==> src/hdl/pieg_consts.vh <==
`ifndef PIEG_CONSTS_VH
`define PIEG_CONSTS_VH

// Byte addresses of the registers.
`define PIEG_ADDR_ENABLE   12'h08c
`define PIEG_ADDR_FLAG     12'h090
`define PIEG_ADDR_CTRL     12'h094
`define PIEG_ADDR_STATUS   12'h098
`define PIEG_ADDR_MASK     12'h09c

// Reset values.
`define PIEG_RST_ENABLE    8'h00
`define PIEG_RST_FLAG      8'h00
`define PIEG_RST_CTRL      8'h00
`define PIEG_RST_STATUS    8'h00
`define PIEG_RST_MASK      8'h00

// Field positions in core_irq_control.
`define PIEG_BIT_GLOBAL    7
`define PIEG_BIT_GROUP     6

// Source positions, shared by the enable, flag, status and mask layouts.
`define PIEG_SRC_NV_WRITE  7
`define PIEG_SRC_ADC       6
`define PIEG_SRC_CAPCMP    5
`define PIEG_SRC_CMP_B     4
`define PIEG_SRC_CMP_A     3
`define PIEG_SRC_OSC_FAIL  2
`define PIEG_SRC_TMR_B     1
`define PIEG_SRC_TMR_A     0

`define PIEG_NUM_SRC       8

`endif

==> src/hdl/pieg_sticky_bit.v <==
`timescale 1ns/1ps

// Sticky bit: a set in the same cycle as a clear wins, so no event is lost.
module pieg_sticky_bit (
    // Clock and reset
    input  wire pclk,
    input  wire presetn,
    // Control
    input  wire set_i,
    input  wire clr_i,
    // State
    output reg  q_r
);

    reg q_nxt;

    always @* begin
        q_nxt = q_r;
        if (clr_i) begin
            q_nxt = 1'b0;
        end
        if (set_i) begin
            q_nxt = 1'b1;
        end
    end

    always @(posedge pclk or negedge presetn) begin
        if (!presetn) begin
            q_r <= 1'b0;
        end else begin
            q_r <= q_nxt;
        end
    end

endmodule

==> src/hdl/pieg_top.v <==
`timescale 1ns/1ps
`include "pieg_consts.vh"

module pieg_top (
    // Clock and reset
    input  wire        pclk,
    input  wire        presetn,
    // APB slave
    input  wire        psel,
    input  wire        penable,
    input  wire        pwrite,
    input  wire [11:0] paddr,
    input  wire [31:0] pwdata,
    output wire        pready,
    output reg  [31:0] prdata,
    output reg         pslverr,
    // Peripheral source events, one-cycle pulses on pclk
    input  wire [7:0]  src_event,
    // Request to the core
    output reg         core_irq_req,
    // Interrupt output of the status and mask pair
    output wire        irq
);

    reg  [7:0] periph_enable_reg_one_r;
    reg  [7:0] core_irq_control_r;
    reg  [7:0] irq_mask_r;
    wire [7:0] periph_flag_reg_one;
    wire [7:0] irq_status;
    wire       setup;
    wire       access;
    wire       wr_en;
    wire       hit;
    wire       global_irq_enable;
    wire       periph_group_enable;
    wire       core_irq_req_nxt;
    reg  [7:0] rd_nxt;
    wire       sel_enable;
    wire       sel_flag;
    wire       sel_ctrl;
    wire       sel_status;
    wire       sel_mask;
    wire       wr_enable;
    wire       wr_flag;
    wire       wr_ctrl;
    wire       wr_mask;
    wire       rd_status;
    wire [7:0] flag_clr;
    wire [7:0] status_clr;
    wire       flag_nv_write_done;
    wire       flag_adc_done;
    wire       flag_capcmp;
    wire       flag_comparator_b;
    wire       flag_comparator_a;
    wire       flag_osc_fail;
    wire       flag_timer_b_match;
    wire       flag_timer_a_overflow;
    wire       nv_write_done_enable;
    wire       adc_done_enable;
    wire       capcmp_enable;
    wire       comparator_b_enable;
    wire       comparator_a_enable;
    wire       osc_fail_enable;
    wire       timer_b_match_enable;
    wire       timer_a_overflow_enable;
    wire [7:0] periph_pending;
    wire       periph_pending_any;

    // The slave never stalls; every access completes in one access cycle.
    assign pready = 1'b1;
    assign setup  = psel & ~penable;
    assign access = psel & penable;
    assign wr_en  = access & pwrite & ~pslverr;

    // One decode per register; an unmapped address selects nothing.
    assign sel_enable = (paddr == `PIEG_ADDR_ENABLE);
    assign sel_flag   = (paddr == `PIEG_ADDR_FLAG);
    assign sel_ctrl   = (paddr == `PIEG_ADDR_CTRL);
    assign sel_status = (paddr == `PIEG_ADDR_STATUS);
    assign sel_mask   = (paddr == `PIEG_ADDR_MASK);
    assign hit        = sel_enable | sel_flag | sel_ctrl | sel_status | sel_mask;

    assign wr_enable  = wr_en & sel_enable;
    assign wr_flag    = wr_en & sel_flag;
    assign wr_ctrl    = wr_en & sel_ctrl;
    assign wr_mask    = wr_en & sel_mask;
    // The error captured at setup qualifies the clearing read, so a refused read clears nothing.
    assign rd_status  = access & ~pwrite & ~pslverr & sel_status;

    assign flag_clr   = {8{wr_flag}} & ~pwdata[7:0];
    // Only bits that the read returned are cleared, so an event that lands
    // between setup and access is kept for the next read.
    assign status_clr = {8{rd_status}} & prdata[7:0];

    always @* begin
        case (paddr)
            `PIEG_ADDR_ENABLE: rd_nxt = periph_enable_reg_one_r;
            `PIEG_ADDR_FLAG:   rd_nxt = periph_flag_reg_one;
            `PIEG_ADDR_CTRL:   rd_nxt = core_irq_control_r;
            `PIEG_ADDR_STATUS: rd_nxt = irq_status;
            `PIEG_ADDR_MASK:   rd_nxt = irq_mask_r;
            default:           rd_nxt = 8'h00;
        endcase
    end

    // Read data and error are captured in the setup cycle so they come from flops.
    always @(posedge pclk or negedge presetn) begin
        if (!presetn) begin
            prdata <= 32'h0000_0000;
        end else if (setup) begin
            prdata <= {24'h00_0000, (pwrite ? 8'h00 : rd_nxt)};
        end
    end

    always @(posedge pclk or negedge presetn) begin
        if (!presetn) begin
            pslverr <= 1'b0;
        end else if (setup) begin
            pslverr <= ~hit;
        end
    end

    always @(posedge pclk or negedge presetn) begin
        if (!presetn) begin
            periph_enable_reg_one_r <= `PIEG_RST_ENABLE;
        end else if (wr_enable) begin
            periph_enable_reg_one_r <= pwdata[7:0];
        end
    end

    // Only the two gate bits are kept; the other bits read as zero.
    always @(posedge pclk or negedge presetn) begin
        if (!presetn) begin
            core_irq_control_r <= `PIEG_RST_CTRL;
        end else if (wr_ctrl) begin
            core_irq_control_r <= {pwdata[`PIEG_BIT_GLOBAL], pwdata[`PIEG_BIT_GROUP], 6'h00};
        end
    end

    always @(posedge pclk or negedge presetn) begin
        if (!presetn) begin
            irq_mask_r <= `PIEG_RST_MASK;
        end else if (wr_mask) begin
            irq_mask_r <= pwdata[7:0];
        end
    end

    genvar i;
    generate
        for (i = 0; i < `PIEG_NUM_SRC; i = i + 1) begin : g_src
            pieg_sticky_bit u_flag (
                .pclk    (pclk),
                .presetn (presetn),
                .set_i   (src_event[i]),
                .clr_i   (flag_clr[i]),
                .q_r     (periph_flag_reg_one[i])
            );
            pieg_sticky_bit u_status (
                .pclk    (pclk),
                .presetn (presetn),
                .set_i   (src_event[i]),
                .clr_i   (status_clr[i]),
                .q_r     (irq_status[i])
            );
        end
    endgenerate

    assign global_irq_enable   = core_irq_control_r[`PIEG_BIT_GLOBAL];
    assign periph_group_enable = core_irq_control_r[`PIEG_BIT_GROUP];

    assign flag_nv_write_done    = periph_flag_reg_one[`PIEG_SRC_NV_WRITE];
    assign flag_adc_done         = periph_flag_reg_one[`PIEG_SRC_ADC];
    assign flag_capcmp           = periph_flag_reg_one[`PIEG_SRC_CAPCMP];
    assign flag_comparator_b     = periph_flag_reg_one[`PIEG_SRC_CMP_B];
    assign flag_comparator_a     = periph_flag_reg_one[`PIEG_SRC_CMP_A];
    assign flag_osc_fail         = periph_flag_reg_one[`PIEG_SRC_OSC_FAIL];
    assign flag_timer_b_match    = periph_flag_reg_one[`PIEG_SRC_TMR_B];
    assign flag_timer_a_overflow = periph_flag_reg_one[`PIEG_SRC_TMR_A];

    assign nv_write_done_enable    = periph_enable_reg_one_r[`PIEG_SRC_NV_WRITE];
    assign adc_done_enable         = periph_enable_reg_one_r[`PIEG_SRC_ADC];
    assign capcmp_enable           = periph_enable_reg_one_r[`PIEG_SRC_CAPCMP];
    assign comparator_b_enable     = periph_enable_reg_one_r[`PIEG_SRC_CMP_B];
    assign comparator_a_enable     = periph_enable_reg_one_r[`PIEG_SRC_CMP_A];
    assign osc_fail_enable         = periph_enable_reg_one_r[`PIEG_SRC_OSC_FAIL];
    assign timer_b_match_enable    = periph_enable_reg_one_r[`PIEG_SRC_TMR_B];
    assign timer_a_overflow_enable = periph_enable_reg_one_r[`PIEG_SRC_TMR_A];

    assign periph_pending[`PIEG_SRC_NV_WRITE] = flag_nv_write_done & nv_write_done_enable;
    assign periph_pending[`PIEG_SRC_ADC]      = flag_adc_done & adc_done_enable;
    assign periph_pending[`PIEG_SRC_CAPCMP]   = flag_capcmp & capcmp_enable;
    assign periph_pending[`PIEG_SRC_CMP_B]    = flag_comparator_b & comparator_b_enable;
    assign periph_pending[`PIEG_SRC_CMP_A]    = flag_comparator_a & comparator_a_enable;
    assign periph_pending[`PIEG_SRC_OSC_FAIL] = flag_osc_fail & osc_fail_enable;
    assign periph_pending[`PIEG_SRC_TMR_B]    = flag_timer_b_match & timer_b_match_enable;
    assign periph_pending[`PIEG_SRC_TMR_A]    = flag_timer_a_overflow & timer_a_overflow_enable;
    assign periph_pending_any                 = |periph_pending;

    assign core_irq_req_nxt = global_irq_enable & periph_group_enable & periph_pending_any;

    always @(posedge pclk or negedge presetn) begin
        if (!presetn) begin
            core_irq_req <= 1'b0;
        end else begin
            core_irq_req <= core_irq_req_nxt;
        end
    end

    assign irq = |(irq_status & irq_mask_r);

endmodule

==> config.mk <==
export PLATFORM = sky130hd
export DESIGN_NAME = pieg_top
export DESIGN_NICKNAME = d
export VERILOG_FILES = /design/src/hdl/pieg_sticky_bit.v /design/src/hdl/pieg_top.v
export VERILOG_INCLUDE_DIRS = /design/src /design/src/hdl
export SDC_FILE = /design/constraint.sdc
export NUM_CORES = 1
export LEC_CHECK = 0
export ABC_AREA = 1
export BUFFER_PORTS_ARGS = -buffer_cell sky130_fd_sc_hd__buf_2
export CORE_UTILIZATION = 45
export DETAILED_ROUTE_END_ITERATION = 7
export GPL_ROUTABILITY_DRIVEN = 0
export MAX_ROUTING_LAYER = met4
export PLACE_DENSITY_LB_ADDON = 0.1
export SLEW_MARGIN = 20
export SYNTH_ARGS = -nofsm -noshare
export SYNTH_HDL_FRONTEND = slang
export SYNTH_SLANG_ARGS = --single-unit
==> constraint.sdc <==
create_clock -name pclk -period 1.2 [get_ports pclk]
set_input_delay 0.3 -clock pclk [delete_from_list [all_inputs] [get_ports pclk]]
set_output_delay 0.3 -clock pclk [all_outputs]
set_load 0.005 [all_outputs]
==> impl_metrics.py, run 1 <==
metrics = {
    "run_status": {
        "status": "complete, but fails checks",
        "violations": "negative setup slack",
    },
    "global_routing": {
        "antenna_found_initial": 0,
        "grt_max_degree": 33,
        "grt-ovfl-total": 0,
        "grt.total_usage_pct": 23.60,
        "grt_pass1_vias": 2147,
        "grt_pass1_wl_um": 10620,
    },
    "floorplanning": {
        "fp.dieH_um": 77.55,
        "rows": 27,
        "fp.dieW_um": 77.55,
        "ios": 93,
        "die_area_um2": 6014,
        "initial_utilization_pct": 46.65,
        "core_um2": 5507,
    },
    "power": {
        "powerDensity_nw_per_um2": 719.3,
        "power.leakage_nw": 1.981,
        "ir_drop_mv": 0.4846,
    },
    "critical_path": {
        "r2r_end": "irq_mask_r[1]",
        "cp_cell_sequence": "nand2_1 > nand2_1 > a221oi_2 > nand2_1 > buf_2",
        "crit_top_cell": "nand2_1",
        "crit_arrival_ps": 1270,
        "crit_path_start_kind": "flip-flop",
        "rrSetupSlack_ps": -210,
        "path_class": "reg2out",
        "rr_worst_depth": 6,
        "max_stage_delay_ps": 400,
        "crit_fanout": 2,
        "slowest_stage": "dfrtp_1",
        "end_kind": "output pin",
        "required_ps": 900,
        "regToRegStartpoint": "pslverr",
    },
    "min_path": {
        "hp-class": "in2reg",
        "worstHoldStart": "src_event[1]",
        "whs_path_depth": 3,
        "holdPathEnd": "g_src[1].u_flag.q_r",
    },
    "synthesis": {
        "synth_cell_types": 23,
        "yosysWarningCount": 0,
        "seq_area_frac_synth_pct": 42.86,
        "synth_area_um2": 2569,
        "netlist_instances": 345,
        "syn_area_per_cell_um2": 7.446,
        "synth_seq_cells": 44,
    },
    "placement": {
        "dp_hpwl_um": 4822,
        "place_ws_ps": -313.9,
        "portBuffers": 43,
        "placed_area_um2": 3177,
    },
    "drt": {
        "drt-initial-drc-count": 141,
        "via_per_inst": 4.782,
        "totalWireLength_um": 6958,
        "firstDrtPassIters": 6,
        "wl_per_cell_um": 13.54,
        "drc": 0,
        "antenna_left": 0,
        "vias": 2458,
    },
    "finish": {
        "drive_above_1_share_pct": 43.89,
        "antenna-diode-count": 0,
        "fillCellCount": 449,
        "fin_nets": 499,
        "finalInstanceArea_um2": 3822,
        "area_delta_synth_final_pct": 48.81,
    },
    "timing": {
        "report.final.setup_viol": 28,
        "clock_skew_ps": 2.767,
        "fmax_mhz": 638.8,
        "post-route-min-period_ps": 1565,
        "period_share_pct": 130.4,
        "rsz0062_at_grt": "yes",
        "hold_viol_final": 0,
        "finalSetupTns_ps": -5471,
        "hold-worst-slack_ps": 203.6,
        "slew_viol_final": 0,
        "fin_ws_ps": -365.3,
    },
    "clocking": {
        "path_clk_slew_ps": 80,
        "clk_latency_ps": 290,
        "cts_tree": "built",
        "clockBufferDepth": 2,
        "cts-root-buf": "clkbuf_8",
        "cts_buffers": 5,
        "cts.sinks": 44,
        "cts-htree-levels": 2,
    },
    "job": {
        "max_cap_viol_count": 0,
    },
}
critical path, delay by kind of cell (launching register included):
family | cells | cell delay, ps
buffers and inverters | 1 | 130
and+or+nand+nor | 3 | 240
AOI/OAI and AO/OA | 1 | 200
DFF | 1 | 400
routing by layer:
| metal | part of all wire, % | GRT usage [%] |
|---|---|---|
| met5 | 0 | - |
| met4 | 0.73 | 4.151 |
| met3 | 5.2 | 3.647 |
| met2 | 48 | 35.04 |
| met1 | 46 | 34.44 |
area by class of cell:
class,instances,area [µm²],share of cell area [%]
multi-input combinational,251,1536,40.20
clock buffer,5,68.82,1.800
clock inverter,2,12.51,0.3273
tap,72,90.09,2.357
inverter,43,168.9,4.419
sequential,44,1101,28.81
timing repair buffer,97,844.6,22.09
cells in the mapped netlist:
cell type  instances  area share, %
a21oi_1            1           0.19
a221oi_1           4            1.4
buf_2              1           0.19
buf_4             28            8.2
buf_6              1           0.44
clkinv_1           1           0.15
conb_1             2           0.29
dfrtp_1           44             43
inv_1             42            6.1
nand2_1          123             18
nand2_2            4           0.97
nand3_1           36            7.0
nand3_2            2           0.78
nand3_4            1           0.68
nand4_1            3           0.73
nor2_1            16            2.3
nor2_2             1           0.24
nor2_4             4            1.8
nor2_8             1           0.78
nor3_4             2            1.3
o21ai_0            2           0.39
o21ai_1           24            4.7
o21bai_1           2           0.58
power breakdown:
part           leakage, nW  internal (mW)  total (mW)  switching [mW]
Combinational         1.41          0.145       0.346           0.201
Clock               0.0400          0.395       0.913           0.518
Sequential           0.529           1.49        1.49         0.00536
Total                 1.98           2.03        2.75           0.724
worst max-delay path by stage:
| stage | start | endpoint | slack, ps | cells past startpoint |
|---|---|---|---|---|
| detailed placement | paddr[7] | g_src[6].u_status.q_r | -310 | 10 |
| finish | irq_mask_r[6] | irq | -370 | 5 |
| global route | g_src[0].u_status.q_r | irq | -470 | 5 |
| floorplan | paddr[9] | g_src[6].u_status.q_r | -70 | 8 |
| CTS | irq_mask_r[6] | irq | -350 | 5 |
| global placement | paddr[7] | g_src[6].u_status.q_r | -310 | 10 |
cells in the final DEF (no fill, tap or decap), types with 3 or more instances in the layout:
cell type / n
nand2_1: 98
nand3_4: 4
buf_2: 37
nand2_2: 13
nand4_1: 3
nor2_1: 8
nand3_2: 16
buf_12: 8
o21ai_1: 8
o21ai_2: 18
clkbuf_8: 5
nor2_4: 8
nand2_4: 16
inv_2: 5
dfrtp_1: 44
nand3_1: 19
nor2_2: 5
conb_1: 25
inv_1: 36
buf_4: 36
buf_6: 11
metrics by stage:
stage | instances | total power, mW | util (%)
2_1_floorplan | 368 | 1.693 | -
5_1_grt | 514 | 2.861 | 69.42
3_3_place_gp | 495 | 1.813 | 57.69
3_5_place_dp | 495 | 1.816 | 57.69
4_1_cts | 510 | 2.734 | 62.42
6_report | 514 | 2.749 | 69.42
registers in the layout, summed over array words and instances, names as in the netlist:
register,flops
periph_enable_reg_one_r,8
irq_mask_r,8
pslverr,1
g_src.u_status.q_r,8
g_src.u_flag.q_r,8
core_irq_control_r,2
core_irq_req,1
prdata,8
logic make-up (layout without fill, tap and decap cells):
logic type,Yosys count,in the layout,share of synthesized area (%)
AO/OA/AOI/OAI,33,33,7.209
buffers and inverters,73,147,15.10
flip-flops,44,44,42.86
other,2,25,0.2924
AND/OR/NAND/NOR,193,193,34.53
timing repair:
action                     4_1_cts  5_1_grt
pin swaps                        5       37
hold endpoints to repair        12        0
hold buffers                     1        0
resized for setup               19       93
setup endpoints to repair       23       44
cloned                           2        1
setup buffers                    5        5
No activity file was read; power rests on OpenSTA's default activity.
==> run 2: changes to the inputs <==
CELL_PAD_IN_SITES_DETAIL_PLACEMENT = 0   (was default)
CELL_PAD_IN_SITES_GLOBAL_PLACEMENT = 1   (was default)
CORE_UTILIZATION = 31   (was 45)
==> impl_metrics.py, run 2 (same netlist as run 1, synthesis figures left out) <==
metrics = {
    "run_status": {
        "status": "complete, but fails checks",
        "violations": "negative setup slack",
    },
    "drt": {
        "via_per_inst": 4.364,
        "drt-initial-drc-count": 92,
        "antenna_left": 0,
        "firstDrtPassIters": 4,
        "vias": 2400,
        "totalWireLength_um": 7132,
        "wl_per_cell_um": 12.97,
        "drc": 0,
    },
    "timing": {
        "period_share_pct": 131.0,
        "fmax_mhz": 636.2,
        "fin_ws_ps": -371.8,
        "slew_viol_final": 0,
        "clock_skew_ps": 6.398,
        "report.final.setup_viol": 36,
        "rsz0062_at_grt": "yes",
        "hold_viol_final": 0,
        "post-route-min-period_ps": 1572,
    },
    "power": {
        "power.leakage_nw": 2.083,
        "powerDensity_nw_per_um2": 771.2,
        "ir_drop_mv": 0.4461,
    },
    "finish": {
        "stdcell_count": 550,
        "final_cell_mix": "nand2_1 (88), dfrtp_1 (44), inv_1 (38), buf_4 (37), buf_2 (35)",
        "final_common_cell": "nand2_1",
        "finalInstanceArea_um2": 3994,
        "drive_above_1_share_pct": 45.09,
        "area_delta_synth_final_pct": 55.48,
        "fillCellCount": 811,
        "final_util_pct": 50.63,
        "antenna-diode-count": 0,
        "fin_nets": 504,
    },
    "floorplanning": {
        "ios": 93,
        "fp.dieH_um": 93.03,
        "die_area_um2": 8655,
        "initial_utilization_pct": 32.57,
        "fp.dieW_um": 93.03,
        "rows": 32,
        "core_um2": 7888,
    },
    "clocking": {
        "clockBufferDepth": 2,
        "clk_latency_ps": 310,
        "path_clk_slew_ps": 100,
        "cts_tree": "built",
        "cts-htree-levels": 2,
        "cts.sinks": 44,
        "cts_buffers": 5,
        "cts-root-buf": "clkbuf_8",
    },
    "global_routing": {
        "grt_pass1_vias": 2271,
        "antenna_found_initial": 0,
        "grt-ovfl-total": 0,
        "grt_max_degree": 21,
        "grt_pass1_wl_um": 11640,
        "grt.total_usage_pct": 18.01,
    },
    "critical_path": {
        "r2r_end": "g_src[6].u_flag.q_r",
        "rr_worst_depth": 6,
        "crit_fanout": 2,
        "path_class": "reg2out",
        "rrSetupSlack_ps": -140,
        "regToRegStartpoint": "pslverr",
        "required_ps": 900,
        "end_kind": "output pin",
        "crit_path_start_kind": "flip-flop",
        "crit_arrival_ps": 1270,
    },
    "job": {
        "max_cap_viol_count": 0,
    },
    "placement": {
        "placed_area_um2": 3252,
        "dp.cells": 525,
        "dp_hpwl_um": 5375,
        "portBuffers": 43,
    },
    "min_path": {
        "worstHoldStart": "src_event[5]",
        "holdPathEnd": "g_src[5].u_flag.q_r",
        "hp-class": "in2reg",
        "whs_path_depth": 3,
    },
}
==> run 2: changes by cell type in the layout (fill, tap and decap cells not counted), moves of 3 or more <==
cell,previous run,this run
buf_12,8,11
nand2_1,98,88
nand2_2,13,23
nand3_1,19,23
nand3_2,16,13
==> run 2: worst max-delay path, stage by stage (launching register included) <==
cell	delay, ps
dfrtp_1	410
nand2_1	70
nand2_1	60
a221oi_2	190
nand2_1	100
buf_2	140
==> run 2: area by class of cell <==
cell class,count,area (µm²),area share (%)
Multi-Input combinational cell,251,1531,38.35
Clock inverter,3,46.29,1.159
Sequential cell,44,1101,27.57
Inverter,43,168.9,4.229
Clock buffer,5,68.82,1.723
Tap cell,102,127.6,3.195
Timing Repair Buffer,102,949.7,23.78
==> run 2: per-layer routing <==
layer / track usage (%) / up-vias / routed length [µm]
met2: 25.98 / 54 / 3148
li1: - / 1242 / -
met3: 2.439 / 6 / 210
met4: 5.000 / 0 / 95
met5: - / - / 0
met1: 26.33 / 1098 / 3677
==> run 2: through the flow <==
step           power [mW]  TNS [ps]  hold WS (ps)  setup WS, ps
2_1_floorplan       1.693    -861.2         4.409        -74.01
3_3_place_gp        1.834    -10520         189.5        -318.7
3_5_place_dp        1.836    -11200         186.7        -347.8
4_1_cts             3.088     -4674         200.7        -378.4
5_1_grt             3.229     -6848         211.7        -438.0
6_report            3.080     -4011         204.8        -371.8
==> run 2: worst max-delay path by stage <==
stage,slack [ps],to,start
2_1_floorplan,-70,g_src[6].u_status.q_r,paddr[9]
3_3_place_gp,-320,g_src[6].u_status.q_r,paddr[7]
3_5_place_dp,-350,g_src[7].u_status.q_r,paddr[7]
4_1_cts,-380,irq,irq_mask_r[6]
5_1_grt,-440,irq,irq_mask_r[5]
6_report,-370,irq,irq_mask_r[6]
==> run 2: repair_timing <==
item,in CTS,in global routing
cloned,2,2
setup endpoints to repair,35,44
endpoints found under the hold margin,7,0
buffers inserted,6,7
hold buffers,1,0
resized for setup,30,80
pin swaps,6,36
==> run 2: power by group <==
group | total (mW) | leakage, nW | internal [mW] | switching, mW
Combinational | 0.376 | 1.50 | 0.170 | 0.205
Clock | 1.21 | 0.0548 | 0.628 | 0.585
Sequential | 1.49 | 0.529 | 1.49 | 0.00538
Total | 3.08 | 2.08 | 2.28 | 0.796
